$ cat src/hw/iaf_defines.svh
// offsets, field positions and reset values for the address/ack flag block
// assumes a 32-bit apb word per register, byte addressed
`ifndef IAF_DEFINES_SVH
`define IAF_DEFINES_SVH

`define IAF_OFF_STATUS       8'h00
`define IAF_OFF_DATA         8'h04
`define IAF_OFF_CTRL         8'h08

`define IAF_ST_OWN_MATCH     2
`define IAF_ST_GC_MATCH      1
`define IAF_ST_ACK           0

`define IAF_CT_OWN_ADDR_LSB  0
`define IAF_CT_OWN_ADDR_MSB  6
`define IAF_CT_FSX           8
`define IAF_CT_FS            9
`define IAF_CT_TRANSMIT      10
`define IAF_CT_MASTER        11

`define IAF_CTRL_RESET       12'h000
`define IAF_OWN_ADDR_RESET   7'h00
`define IAF_GEN_CALL_ADDR    8'h00
`define IAF_BITS_PER_BYTE    4'h8
`define IAF_ACK_LEVEL        1'b0

`endif

$ cat src/hw/iaf_pkg.sv
// types shared by the address/ack flag block
// field order matches iaf_defines.svh; widths and state codes are literal here
package iaf_pkg;

  typedef struct packed {
    logic       master;
    logic       transmit;
    logic       fs;
    logic       secondary_format_select;
    logic       spare;
    logic [6:0] own_addr;
  } iaf_ctrl_t;

  typedef struct packed {
    logic own_address_match_flag;
    logic general_call_match_flag;
    logic acknowledge_bit;
  } iaf_status_t;

  typedef enum logic [1:0] {
    LK_IDLE   = 2'b00,
    LK_BYTE   = 2'b01,
    LK_ACK    = 2'b10,
    LK_IGNORE = 2'b11
  } iaf_link_state_t;

endpackage

$ cat src/hw/iaf_top.sv
// address match / general call / acknowledge flags of a serial bus port
// assumes apb master on REF_CLK_IN; scl and sda arrive asynchronously
//
// Operation
// own or general-call address sets match flag; code sets it only in slave mode with fs 0
// data access or master mode clears flags; code clears in master mode, and on data access only for a write in transmit or a read in receive
// match flag cleared by read-1 then write-0
// general call sets flag when either format-select 0
// general-call flag cleared by read-1 then write-0
// transmit loads acknowledge returned by receiver
// receive drives software acknowledge bit back
// read returns captured or specified ack by direction
// ack on ninth pulse, low means acknowledge
`include "iaf_defines.svh"
`timescale 1ns/1ps
`default_nettype none

module iaf_top (
  input  wire logic        REF_CLK_IN,
  input  wire logic        RESET_IN,
  input  wire logic        PSEL_IN,
  input  wire logic        PENABLE_IN,
  input  wire logic        PWRITE_IN,
  input  wire logic [7:0]  PADDR_IN,
  input  wire logic [31:0] PWDATA_IN,
  output logic      [31:0] PRDATA_OUT,
  output logic             PREADY_OUT,
  output logic             PSLVERR_OUT,
  input  wire logic        SCL_IN,
  input  wire logic        SDA_IN,
  output logic             SDA_OUT,
  output logic             SDA_OE_OUT
);
  import iaf_pkg::*;

  ////////////////////////////////////////////////////////////////////////
  // apb slave: one wait state, effects at the completing edge
  iaf_ctrl_t   ctrl;
  iaf_status_t flags;
  logic        ack_captured;
  logic        ack_specified;
  logic [7:0]  rx_byte;
  logic [7:0]  data_byte;
  logic        own_flag;
  logic        gc_flag;
  logic        own_armed;
  logic        gc_armed;
  logic        own_set;
  logic        gc_set;
  logic        acc_done;
  logic        rd_done;
  logic        wr_done;
  logic        hit_status;
  logic        hit_data;
  logic        hit_ctrl;
  logic        ack_read;

  assign acc_done   = PSEL_IN & PENABLE_IN & PREADY_OUT;
  assign rd_done    = acc_done & ~PWRITE_IN;
  assign wr_done    = acc_done & PWRITE_IN;
  assign hit_status = (PADDR_IN == `IAF_OFF_STATUS);
  assign hit_data   = (PADDR_IN == `IAF_OFF_DATA);
  assign hit_ctrl   = (PADDR_IN == `IAF_OFF_CTRL);
  assign ack_read   = ctrl.transmit ? ack_captured : ack_specified;

  always_ff @(posedge REF_CLK_IN) begin
    if (RESET_IN) begin
      PREADY_OUT  <= 1'b0;
      PSLVERR_OUT <= 1'b0;
      PRDATA_OUT  <= 32'h0000_0000;
    end else begin
      PREADY_OUT  <= PSEL_IN & PENABLE_IN & ~PREADY_OUT;
      PSLVERR_OUT <= PSEL_IN & PENABLE_IN & ~PREADY_OUT
                     & ~(hit_status | hit_data | hit_ctrl);
      PRDATA_OUT  <= 32'h0000_0000;
      if (PSEL_IN & PENABLE_IN & ~PREADY_OUT & ~PWRITE_IN) begin
        if (hit_status)
          PRDATA_OUT <= {29'h0000_0000, flags.own_address_match_flag,
                         flags.general_call_match_flag, ack_read};
        else if (hit_data)
          PRDATA_OUT <= {24'h00_0000, data_byte};
        else if (hit_ctrl)
          PRDATA_OUT <= {20'h0_0000, ctrl};
      end
    end
  end

  always_ff @(posedge REF_CLK_IN) begin
    if (RESET_IN) begin
      ctrl          <= `IAF_CTRL_RESET;
      ack_specified <= 1'b0;
    end else if (wr_done & hit_ctrl) begin
      ctrl <= PWDATA_IN[11:0];
    end else if (wr_done & hit_status) begin
      ack_specified <= PWDATA_IN[`IAF_ST_ACK];
    end
  end

  ////////////////////////////////////////////////////////////////////////
  // flags: arming needs a read that returned 1; set beats every clear
  logic data_clear;
  assign data_clear = hit_data & ((wr_done & ctrl.transmit)
                      | (rd_done & ~ctrl.transmit));

  always_ff @(posedge REF_CLK_IN) begin
    if (RESET_IN) begin
      own_armed <= 1'b0;
      gc_armed  <= 1'b0;
    end else if (acc_done & hit_status) begin
      // arm on what the read returned, not on the flag one cycle later
      own_armed <= rd_done & PRDATA_OUT[`IAF_ST_OWN_MATCH];
      gc_armed  <= rd_done & PRDATA_OUT[`IAF_ST_GC_MATCH];
    end
  end

  always_ff @(posedge REF_CLK_IN) begin
    if (RESET_IN) begin
      own_flag <= 1'b0;
    end else if (own_set) begin
      own_flag <= 1'b1;
    end else if (ctrl.master | data_clear) begin
      own_flag <= 1'b0;
    end else if (wr_done & hit_status & own_armed
                 & ~PWDATA_IN[`IAF_ST_OWN_MATCH]) begin
      own_flag <= 1'b0;
    end
  end

  always_ff @(posedge REF_CLK_IN) begin
    if (RESET_IN) begin
      gc_flag <= 1'b0;
    end else if (gc_set) begin
      gc_flag <= 1'b1;
    end else if (ctrl.master | data_clear) begin
      gc_flag <= 1'b0;
    end else if (wr_done & hit_status & gc_armed
                 & ~PWDATA_IN[`IAF_ST_GC_MATCH]) begin
      gc_flag <= 1'b0;
    end
  end

  // status struct holds the visible value; the raw captured copy lives apart
  assign flags = {own_flag, gc_flag, ack_read};

  ////////////////////////////////////////////////////////////////////////
  // pin sampling: change accepted once stages two and three agree
  logic [2:0] scl_sync;
  logic [2:0] sda_sync;
  logic       scl_f;
  logic       sda_f;
  logic       scl_prev;
  logic       sda_prev;

  always_ff @(posedge REF_CLK_IN) begin
    if (RESET_IN) begin
      scl_sync <= 3'h7;
      sda_sync <= 3'h7;
      scl_f    <= 1'b1;
      sda_f    <= 1'b1;
      scl_prev <= 1'b1;
      sda_prev <= 1'b1;
    end else begin
      scl_sync <= {scl_sync[1:0], SCL_IN};
      sda_sync <= {sda_sync[1:0], SDA_IN};
      if (scl_sync[1] == scl_sync[2])
        scl_f <= scl_sync[2];
      if (sda_sync[1] == sda_sync[2])
        sda_f <= sda_sync[2];
      scl_prev <= scl_f;
      sda_prev <= sda_f;
    end
  end

  logic scl_rise;
  logic scl_fall;
  logic start_seen;
  logic stop_seen;
  assign scl_rise   = scl_f & ~scl_prev;
  assign scl_fall   = ~scl_f & scl_prev;
  assign start_seen = scl_f & scl_prev & sda_prev & ~sda_f;
  assign stop_seen  = scl_f & scl_prev & ~sda_prev & sda_f;

  ////////////////////////////////////////////////////////////////////////
  // byte framing and the ninth-pulse acknowledge
  iaf_link_state_t state;
  logic [3:0]      bit_cnt;
  logic            first_frame;
  logic            selected;
  logic            own_hit;
  logic            gc_hit;

  assign own_hit = (rx_byte[7:1] == ctrl.own_addr);
  assign gc_hit  = (rx_byte == `IAF_GEN_CALL_ADDR);
  // evaluated once, the cycle the first frame's ack slot opens
  assign own_set = (state == LK_BYTE) & scl_fall & first_frame
                   & (bit_cnt == `IAF_BITS_PER_BYTE) & ~ctrl.master
                   & ~ctrl.fs & (own_hit | gc_hit);
  assign gc_set  = (state == LK_BYTE) & scl_fall & first_frame
                   & (bit_cnt == `IAF_BITS_PER_BYTE) & ~ctrl.master
                   & gc_hit & (~ctrl.fs | ~ctrl.secondary_format_select);

  always_ff @(posedge REF_CLK_IN) begin
    if (RESET_IN) begin
      state        <= LK_IDLE;
      bit_cnt      <= 4'h0;
      first_frame  <= 1'b0;
      selected     <= 1'b0;
      rx_byte      <= 8'h00;
      data_byte    <= 8'h00;
      ack_captured <= 1'b0;
      SDA_OE_OUT   <= 1'b0;
      SDA_OUT      <= 1'b0;
    end else if (start_seen) begin
      state       <= LK_BYTE;
      bit_cnt     <= 4'h0;
      first_frame <= 1'b1;
      selected    <= 1'b0;
      SDA_OE_OUT  <= 1'b0;
    end else if (stop_seen) begin
      state      <= LK_IDLE;
      selected   <= 1'b0;
      SDA_OE_OUT <= 1'b0;
    end else begin
      SDA_OUT <= `IAF_ACK_LEVEL;
      case (state)
        LK_BYTE: begin
          if (scl_rise & (bit_cnt != `IAF_BITS_PER_BYTE)) begin
            rx_byte <= {rx_byte[6:0], sda_f};
            bit_cnt <= bit_cnt + 4'h1;
          end else if (scl_fall & (bit_cnt == `IAF_BITS_PER_BYTE)) begin
            state <= LK_ACK;
            // only whole bytes reach software; a stop's lone rise shifts too
            data_byte <= rx_byte;
            if (first_frame) begin
              selected   <= ~ctrl.master & (own_hit | gc_hit);
              SDA_OE_OUT <= ~ctrl.master & (own_hit | gc_hit);
            end else begin
              // open drain: only a low acknowledge is driven
              SDA_OE_OUT <= (selected | ctrl.master) & ~ctrl.transmit
                            & (ack_specified == `IAF_ACK_LEVEL);
            end
          end
        end
        LK_ACK: begin
          if (scl_rise & ctrl.transmit & (ctrl.master | ~first_frame))
            ack_captured <= sda_f;
          if (scl_fall) begin
            SDA_OE_OUT  <= 1'b0;
            bit_cnt     <= 4'h0;
            first_frame <= 1'b0;
            state <= (selected | ctrl.master) ? LK_BYTE : LK_IGNORE;
          end
        end
        LK_IGNORE: state <= LK_IGNORE;
        LK_IDLE:   state <= LK_IDLE;
        default:   state <= LK_IDLE;
      endcase
    end
  end

endmodule

`default_nettype wire

$ cat config.mk
export PLATFORM = sky130hd
export DESIGN_NAME = iaf_top
export DESIGN_NICKNAME = d
export VERILOG_FILES = /design/src/hw/iaf_pkg.sv /design/src/hw/iaf_top.sv
export VERILOG_INCLUDE_DIRS = /design/src /design/src/hw
export SDC_FILE = /design/constraint.sdc
export NUM_CORES = 1
export LEC_CHECK = 0
export ABC_CLOCK_PERIOD_IN_PS = 2400
export BUFFER_PORTS_ARGS = -buffer_cell sky130_fd_sc_hd__clkbuf_2
export CAP_MARGIN = 25
export CORE_MARGIN = 2
export CORE_UTILIZATION = 25
export CTS_CLUSTER_SIZE = 10
export DETAILED_ROUTE_END_ITERATION = 12
export PLACE_DENSITY = 0.46
export SLEW_MARGIN = 10
export SYNTH_ARGS = -nofsm -noshare
export SYNTH_HDL_FRONTEND = slang
export SYNTH_SLANG_ARGS = --single-unit
$ cat constraint.sdc
create_clock -name REF_CLK_IN -period 2.4 [get_ports REF_CLK_IN]
set_input_delay 0.24 -clock REF_CLK_IN [delete_from_list [all_inputs] [get_ports REF_CLK_IN]]
set_output_delay 0.24 -clock REF_CLK_IN [all_outputs]
set_load 0.005 [all_outputs]
==> results of run 1 <==
-- worst max-delay path, stage by stage, from the launching register on --
cell      delay, ns
dfxtp_1        0.51
or2b_1         0.32
or3_1          0.57
o311ai_0       0.40
a21oi_1        0.06
-- synth_stat cells, types with 2 or more instances --
library cell | count | area share [%]
dfxtp_1 | 67 | 45
nand2_1 | 35 | 4.4
nor2_1 | 34 | 4.3
a21oi_1 | 24 | 4.1
buf_4 | 22 | 5.6
mux2i_1 | 16 | 5.4
nand3_1 | 14 | 2.4
clkbuf_1 | 9 | 1.1
or2_2 | 9 | 1.9
o21ai_0 | 7 | 1.2
xor2_1 | 7 | 2.1
a22oi_1 | 5 | 1.3
and2_1 | 5 | 1.1
buf_2 | 5 | 0.85
inv_1 | 5 | 0.63
nand2b_1 | 5 | 1.1
nor2b_1 | 5 | 1.1
nand3b_1 | 4 | 1.0
nand4_1 | 4 | 0.85
nor3_1 | 4 | 0.68
xnor2_1 | 4 | 1.2
a31oi_1 | 3 | 0.63
nor4bb_1 | 3 | 1.0
a2111oi_0 | 2 | 0.59
a21o_1 | 2 | 0.51
and4bb_2 | 2 | 0.85
ha_1 | 2 | 0.85
nor4_1 | 2 | 0.42
o21bai_1 | 2 | 0.51
o22ai_1 | 2 | 0.42
or3b_1 | 2 | 0.59
or4_1 | 2 | 0.51
-- metal layers --
metal | track usage, % | routed length, µm
met4 | 5.28 | 165
met3 | 3.27 | 284
met2 | 17.1 | 2960
met1 | 13.2 | 3200
met5 | 0 | 0
-- power breakdown --
part            total, W  switching (W)  leakage [nW]  internal (W)
Clock            0.00138       0.000480         0.144      0.000904
Sequential       0.00112     0.00000262         0.541       0.00112
Combinational  0.0000813      0.0000499         0.815     0.0000314
-- through the flow --
stage	worst slack (ns)	instance area (µm²)	utilization, %
after floorplan	0.871	3030	-
after global placement	0.435	3250	28.4
after detailed placement	0.389	3250	28.4
after CTS	0.382	3570	31.1
after global routing	0.240	3570	31.1
final	0.408	3570	31.1
-- cell families after synthesis --
group / Yosys count / synth area share (%)
simple gates: 138 / 24.9
flops: 67 / 45.3
compound gates: 56 / 11.6
buf+inv: 41 / 8.20
mux: 17 / 5.79
xor+xnor: 11 / 3.26
fa+ha+maj: 2 / 0.846
other cells: 1 / 0.127
-- registers in the layout (all words and copies together), names as in the netlist, 2 cells and up --
signal	cells
PRDATA_OUT	12
ctrl	12
data_byte	8
rx_byte	8
bit_cnt	4
scl_sync	3
sda_sync	3
state	2
-- final cells by class --
cell class / instances / area share, %
Clock inverter: 6 / 2.56
Timing Repair Buffer: 49 / 7.43
Tap cell: 143 / 5.01
Sequential cell: 67 / 37.6
Inverter: 5 / 0.526
Clock buffer: 9 / 6.31
Multi-Input combinational cell: 245 / 40.6
-- path summary, 6_finish.rpt --
check,endpoint,slack [ns],startpoint,depth (start not counted)
min,scl_sync[0],0.09,SCL_IN,2
max,SDA_OE_OUT,0.41,scl_prev,4
min reg2reg,sda_sync[1],0.41,sda_sync[0],1
max reg2reg,SDA_OE_OUT,0.41,scl_prev,4
==> flow_metrics.env, run 1 <==
export IMPL_dp_hpwl_um=4730
export IMPL_vias_per_cell=4.45
export IMPL_clkLatencyLatePin_ns=0.33
export IMPL_critPathKind="reg2reg"
export IMPL_start_util_pct=25.8
export IMPL_netlist_area_um2=2960
export IMPL_first_pass_iters=4
export IMPL_die_w_um=113
export IMPL_start_kind="flop"
export IMPL_rsz0062_at_grt="no"
export IMPL_final_nets=426
export IMPL_grtUsageTotal_pct=10.7
export IMPL_holdBufCountCts=0
export IMPL_finalHoldViolCount=0
export IMPL_core_region_area_um2=11500
export IMPL_yosys_warnings=0
export IMPL_die_y_um=113
export IMPL_multi_input_area_um2=1450
export IMPL_cts_made_buffers=9
export IMPL_powerDensity_nw_per_um2=724
export IMPL_wl_um=6610
export IMPL_antenna_found_initial=0
export IMPL_total_power_w=0.00259
export IMPL_hold_slack_ns=0.0892
export IMPL_ant_nets=0
export IMPL_ir_worst_vdd_mv=0.257
export IMPL_cts_sinks=67
export IMPL_finalSetupTns_ns=0
export IMPL_min_path_type="in2reg"
export IMPL_ys_seq_area_share_pct=45.3
export IMPL_rows=39
export IMPL_synth_main_ff_cell="dfxtp_1"
export IMPL_synthCells=333
export IMPL_relSlewSlack_pct=62.6
export IMPL_min_period_ns=1.99
export IMPL_h_tree_depth=3
export IMPL_final_cell_mix="dfxtp_1, clkbuf_2, nand2_1"
export IMPL_clockRootBuffer="clkbuf_16"
export IMPL_cp_max_fo=11
export IMPL_dp_cells=509
export IMPL_synth_cell_type_count=51
export IMPL_cts_buffer_depth=2
export IMPL_worstMarginPinSlew_ns=0.561
export IMPL_final_cells=524
export IMPL_dieArea_um2=12700
export IMPL_areaGrowthSynthToFinish_pct=20.7
export IMPL_p_leak_nw=1.50
export IMPL_drive_gt1_share_pct=20.7
export IMPL_pin_count=83
export IMPL_clk_pin_slew_ns=0.06
export IMPL_diodes=0
export IMPL_max_freq_ghz=0.502
export IMPL_skew_ns=0.00677
export IMPL_cts_setup_buffers=0
export IMPL_grt_pass1_wl_um=10900
export IMPL_crit_arrival_ns=2.19
export IMPL_io_buffers=41
export IMPL_setup_viol=0
export IMPL_vias=2332
export IMPL_grt_max_degree=49
export IMPL_grt_ovfl_total=0
export IMPL_regArea_um2=1340
export IMPL_outcome="finished clean"
export IMPL_drc=0
export IMPL_wl_per_cell_um=12.6
export IMPL_fin_crit_sh_pct=83.0
export IMPL_syn_avg_cell_area_um2=8.89
export IMPL_critPathCaptureType="flop"
export IMPL_tritoncts="yes"
export IMPL_slew_violations=0
export IMPL_async_reset_ff_share_pct=0
export IMPL_first_global_vias=2245
export IMPL_cp_required_ns=2.60
export IMPL_fill_cells=1208
export IMPL_synth_edff_count=0
export IMPL_cts_resized=0
export IMPL_cap_violations=0
export IMPL_place_gp_congestion=0.773
export IMPL_layout_commonest_cell="dfxtp_1"
export IMPL_drt_iter0_markers=86
export IMPL_synth_seq_cells=67
Note: power is estimated with default switching activity, not from simulation.
==> inputs of run 2 (changes only) <==
--- a/config.mk
+++ b/config.mk
@@ -6,7 +6,7 @@
 export SDC_FILE = /design/constraint.sdc
 export NUM_CORES = 1
 export LEC_CHECK = 0
-export ABC_CLOCK_PERIOD_IN_PS = 2400
+export ABC_CLOCK_PERIOD_IN_PS = 1900
 export BUFFER_PORTS_ARGS = -buffer_cell sky130_fd_sc_hd__clkbuf_2
 export CAP_MARGIN = 25
 export CORE_MARGIN = 2
==> constraint.sdc (replaced) <==
create_clock -name REF_CLK_IN -period 1.9 [get_ports REF_CLK_IN]
set_input_delay 0.19 -clock REF_CLK_IN [delete_from_list [all_inputs] [get_ports REF_CLK_IN]]
set_output_delay 0.19 -clock REF_CLK_IN [all_outputs]
set_load 0.005 [all_outputs]
==> flow_metrics.env, run 2 (same netlist as run 1, synthesis figures left out) <==
export IMPL_regArea_um2=1340
export IMPL_first_global_vias=2221
export IMPL_place_gp_congestion=0.748
export IMPL_cp_max_fo=14
export IMPL_worstMarginPinSlew_ns=0.518
export IMPL_cts_buffer_depth=2
export IMPL_wl_per_cell_um=12.5
export IMPL_core_region_area_um2=11500
export IMPL_start_kind="flop"
export IMPL_layout_commonest_cell="dfxtp_1"
export IMPL_cts_made_buffers=9
export IMPL_drive_gt1_share_pct=21.7
export IMPL_grt_max_degree=48
export IMPL_cts_setup_buffers=0
export IMPL_h_tree_depth=3
export IMPL_setup_slack_ns=0.303
export IMPL_outcome="finished clean"
export IMPL_multi_input_area_um2=1450
export IMPL_ant_nets=0
export IMPL_wl_um=6650
export IMPL_grtUsageTotal_pct=11.0
export IMPL_areaGrowthSynthToFinish_pct=20.8
export IMPL_final_cell_mix="dfxtp_1, clkbuf_2, nand2_1"
export IMPL_r2r_setup_slack_ns=0.30
export IMPL_vias=2367
export IMPL_drc=0
export IMPL_cap_violations=0
export IMPL_min_path_type="in2reg"
export IMPL_min_period_ns=1.60
export IMPL_die_w_um=113
export IMPL_final_nets=431
export IMPL_grt_ovfl_total=0
export IMPL_pin_count=83
export IMPL_io_buffers=41
export IMPL_cts_resized=0
export IMPL_slew_violations=0
export IMPL_clk_pin_slew_ns=0.05
export IMPL_clockRootBuffer="clkbuf_16"
export IMPL_start_util_pct=25.8
export IMPL_rows=39
export IMPL_max_freq_ghz=0.626
export IMPL_dp_hpwl_um=4790
export IMPL_critPathCaptureType="flop"
export IMPL_die_y_um=113
export IMPL_clkLatencyLatePin_ns=0.33
export IMPL_skew_ns=0.00815
export IMPL_fill_cells=1213
export IMPL_reg2regPathDepth=7
export IMPL_vias_per_cell=4.47
export IMPL_crit_arrival_ns=1.81
export IMPL_holdBufCountCts=0
export IMPL_tritoncts="yes"
export IMPL_setup_viol=0
export IMPL_pre_cts_ws_ns=0.264
export IMPL_first_pass_iters=4
export IMPL_finalHoldViolCount=0
export IMPL_rsz0062_at_grt="no"
export IMPL_p_leak_nw=1.51
export IMPL_ir_worst_vdd_mv=0.304
export IMPL_grt_pass1_wl_um=11100
export IMPL_critPathKind="reg2reg"
export IMPL_powerDensity_nw_per_um2=856
export IMPL_finalSetupTns_ns=0
export IMPL_fin_crit_sh_pct=84.0
export IMPL_relSlewSlack_pct=65.5
export IMPL_antenna_found_initial=0
export IMPL_dieArea_um2=12700
export IMPL_cp_required_ns=2.12
export IMPL_top_regs="PRDATA_OUT (12), ctrl (12)"
export IMPL_diodes=0
export IMPL_hold_depth=2
export IMPL_drt_iter0_markers=106
export IMPL_cts_sinks=67
==> run 2: critical path, cell delays in order, from the launching register on <==
cell      delay, ns
dfxtp_1        0.35
inv_1          0.08
ha_1           0.22
nand3b_1       0.11
buf_4          0.20
nand2_1        0.25
mux2i_1        0.22
nor2_1         0.05
==> run 2: final cells by class <==
class | instances | area share (%)
Tap cell | 143 | 5.01
Clock inverter | 4 | 0.700
Sequential cell | 67 | 37.5
Multi-Input combinational cell | 245 | 40.6
Timing Repair Buffer | 54 | 8.47
Clock buffer | 12 | 7.18
Inverter | 5 | 0.525
==> run 2: final timing paths <==
check / start / to
worst max register to register: bit_cnt[0] / bit_cnt[0]
worst min register to register: sda_sync[0] / sda_sync[1]
worst max-delay path: bit_cnt[0] / bit_cnt[0]
worst min-delay path: SCL_IN / scl_sync[0]
==> run 2: metal layers <==
metal | vias to the layer above | track usage [%] | wire [µm]
met1 | 1092 | 13.8 | 3190
met5 | - | 0 | 0
li1 | 1211 | - | -
met2 | 54 | 17.3 | 3040
met3 | 10 | 3.54 | 334
met4 | 0 | 4.63 | 88
==> run 2: through the flow <==
step	util (%)	hold slack (ns)	cells	area, µm²	power [W]
final	31.2	0.0456	530	3570	0.00306
after global routing	31.2	0.0368	530	3570	0.00321
after CTS	31.2	0.0334	530	3570	0.00311
after detailed placement	28.7	0.378	514	3290	0.00155
after global placement	28.7	0.376	514	3290	0.00155
after floorplan	-	0.294	353	3030	0.00153
==> run 2: power by group <==
part / switching (W) / internal [W] / total (W)
sequential: 0.00000327 / 0.00141 / 0.00142
clock: 0.000587 / 0.000949 / 0.00154
combinational: 0.0000648 / 0.0000411 / 0.000106
total: 0.000655 / 0.00240 / 0.00306
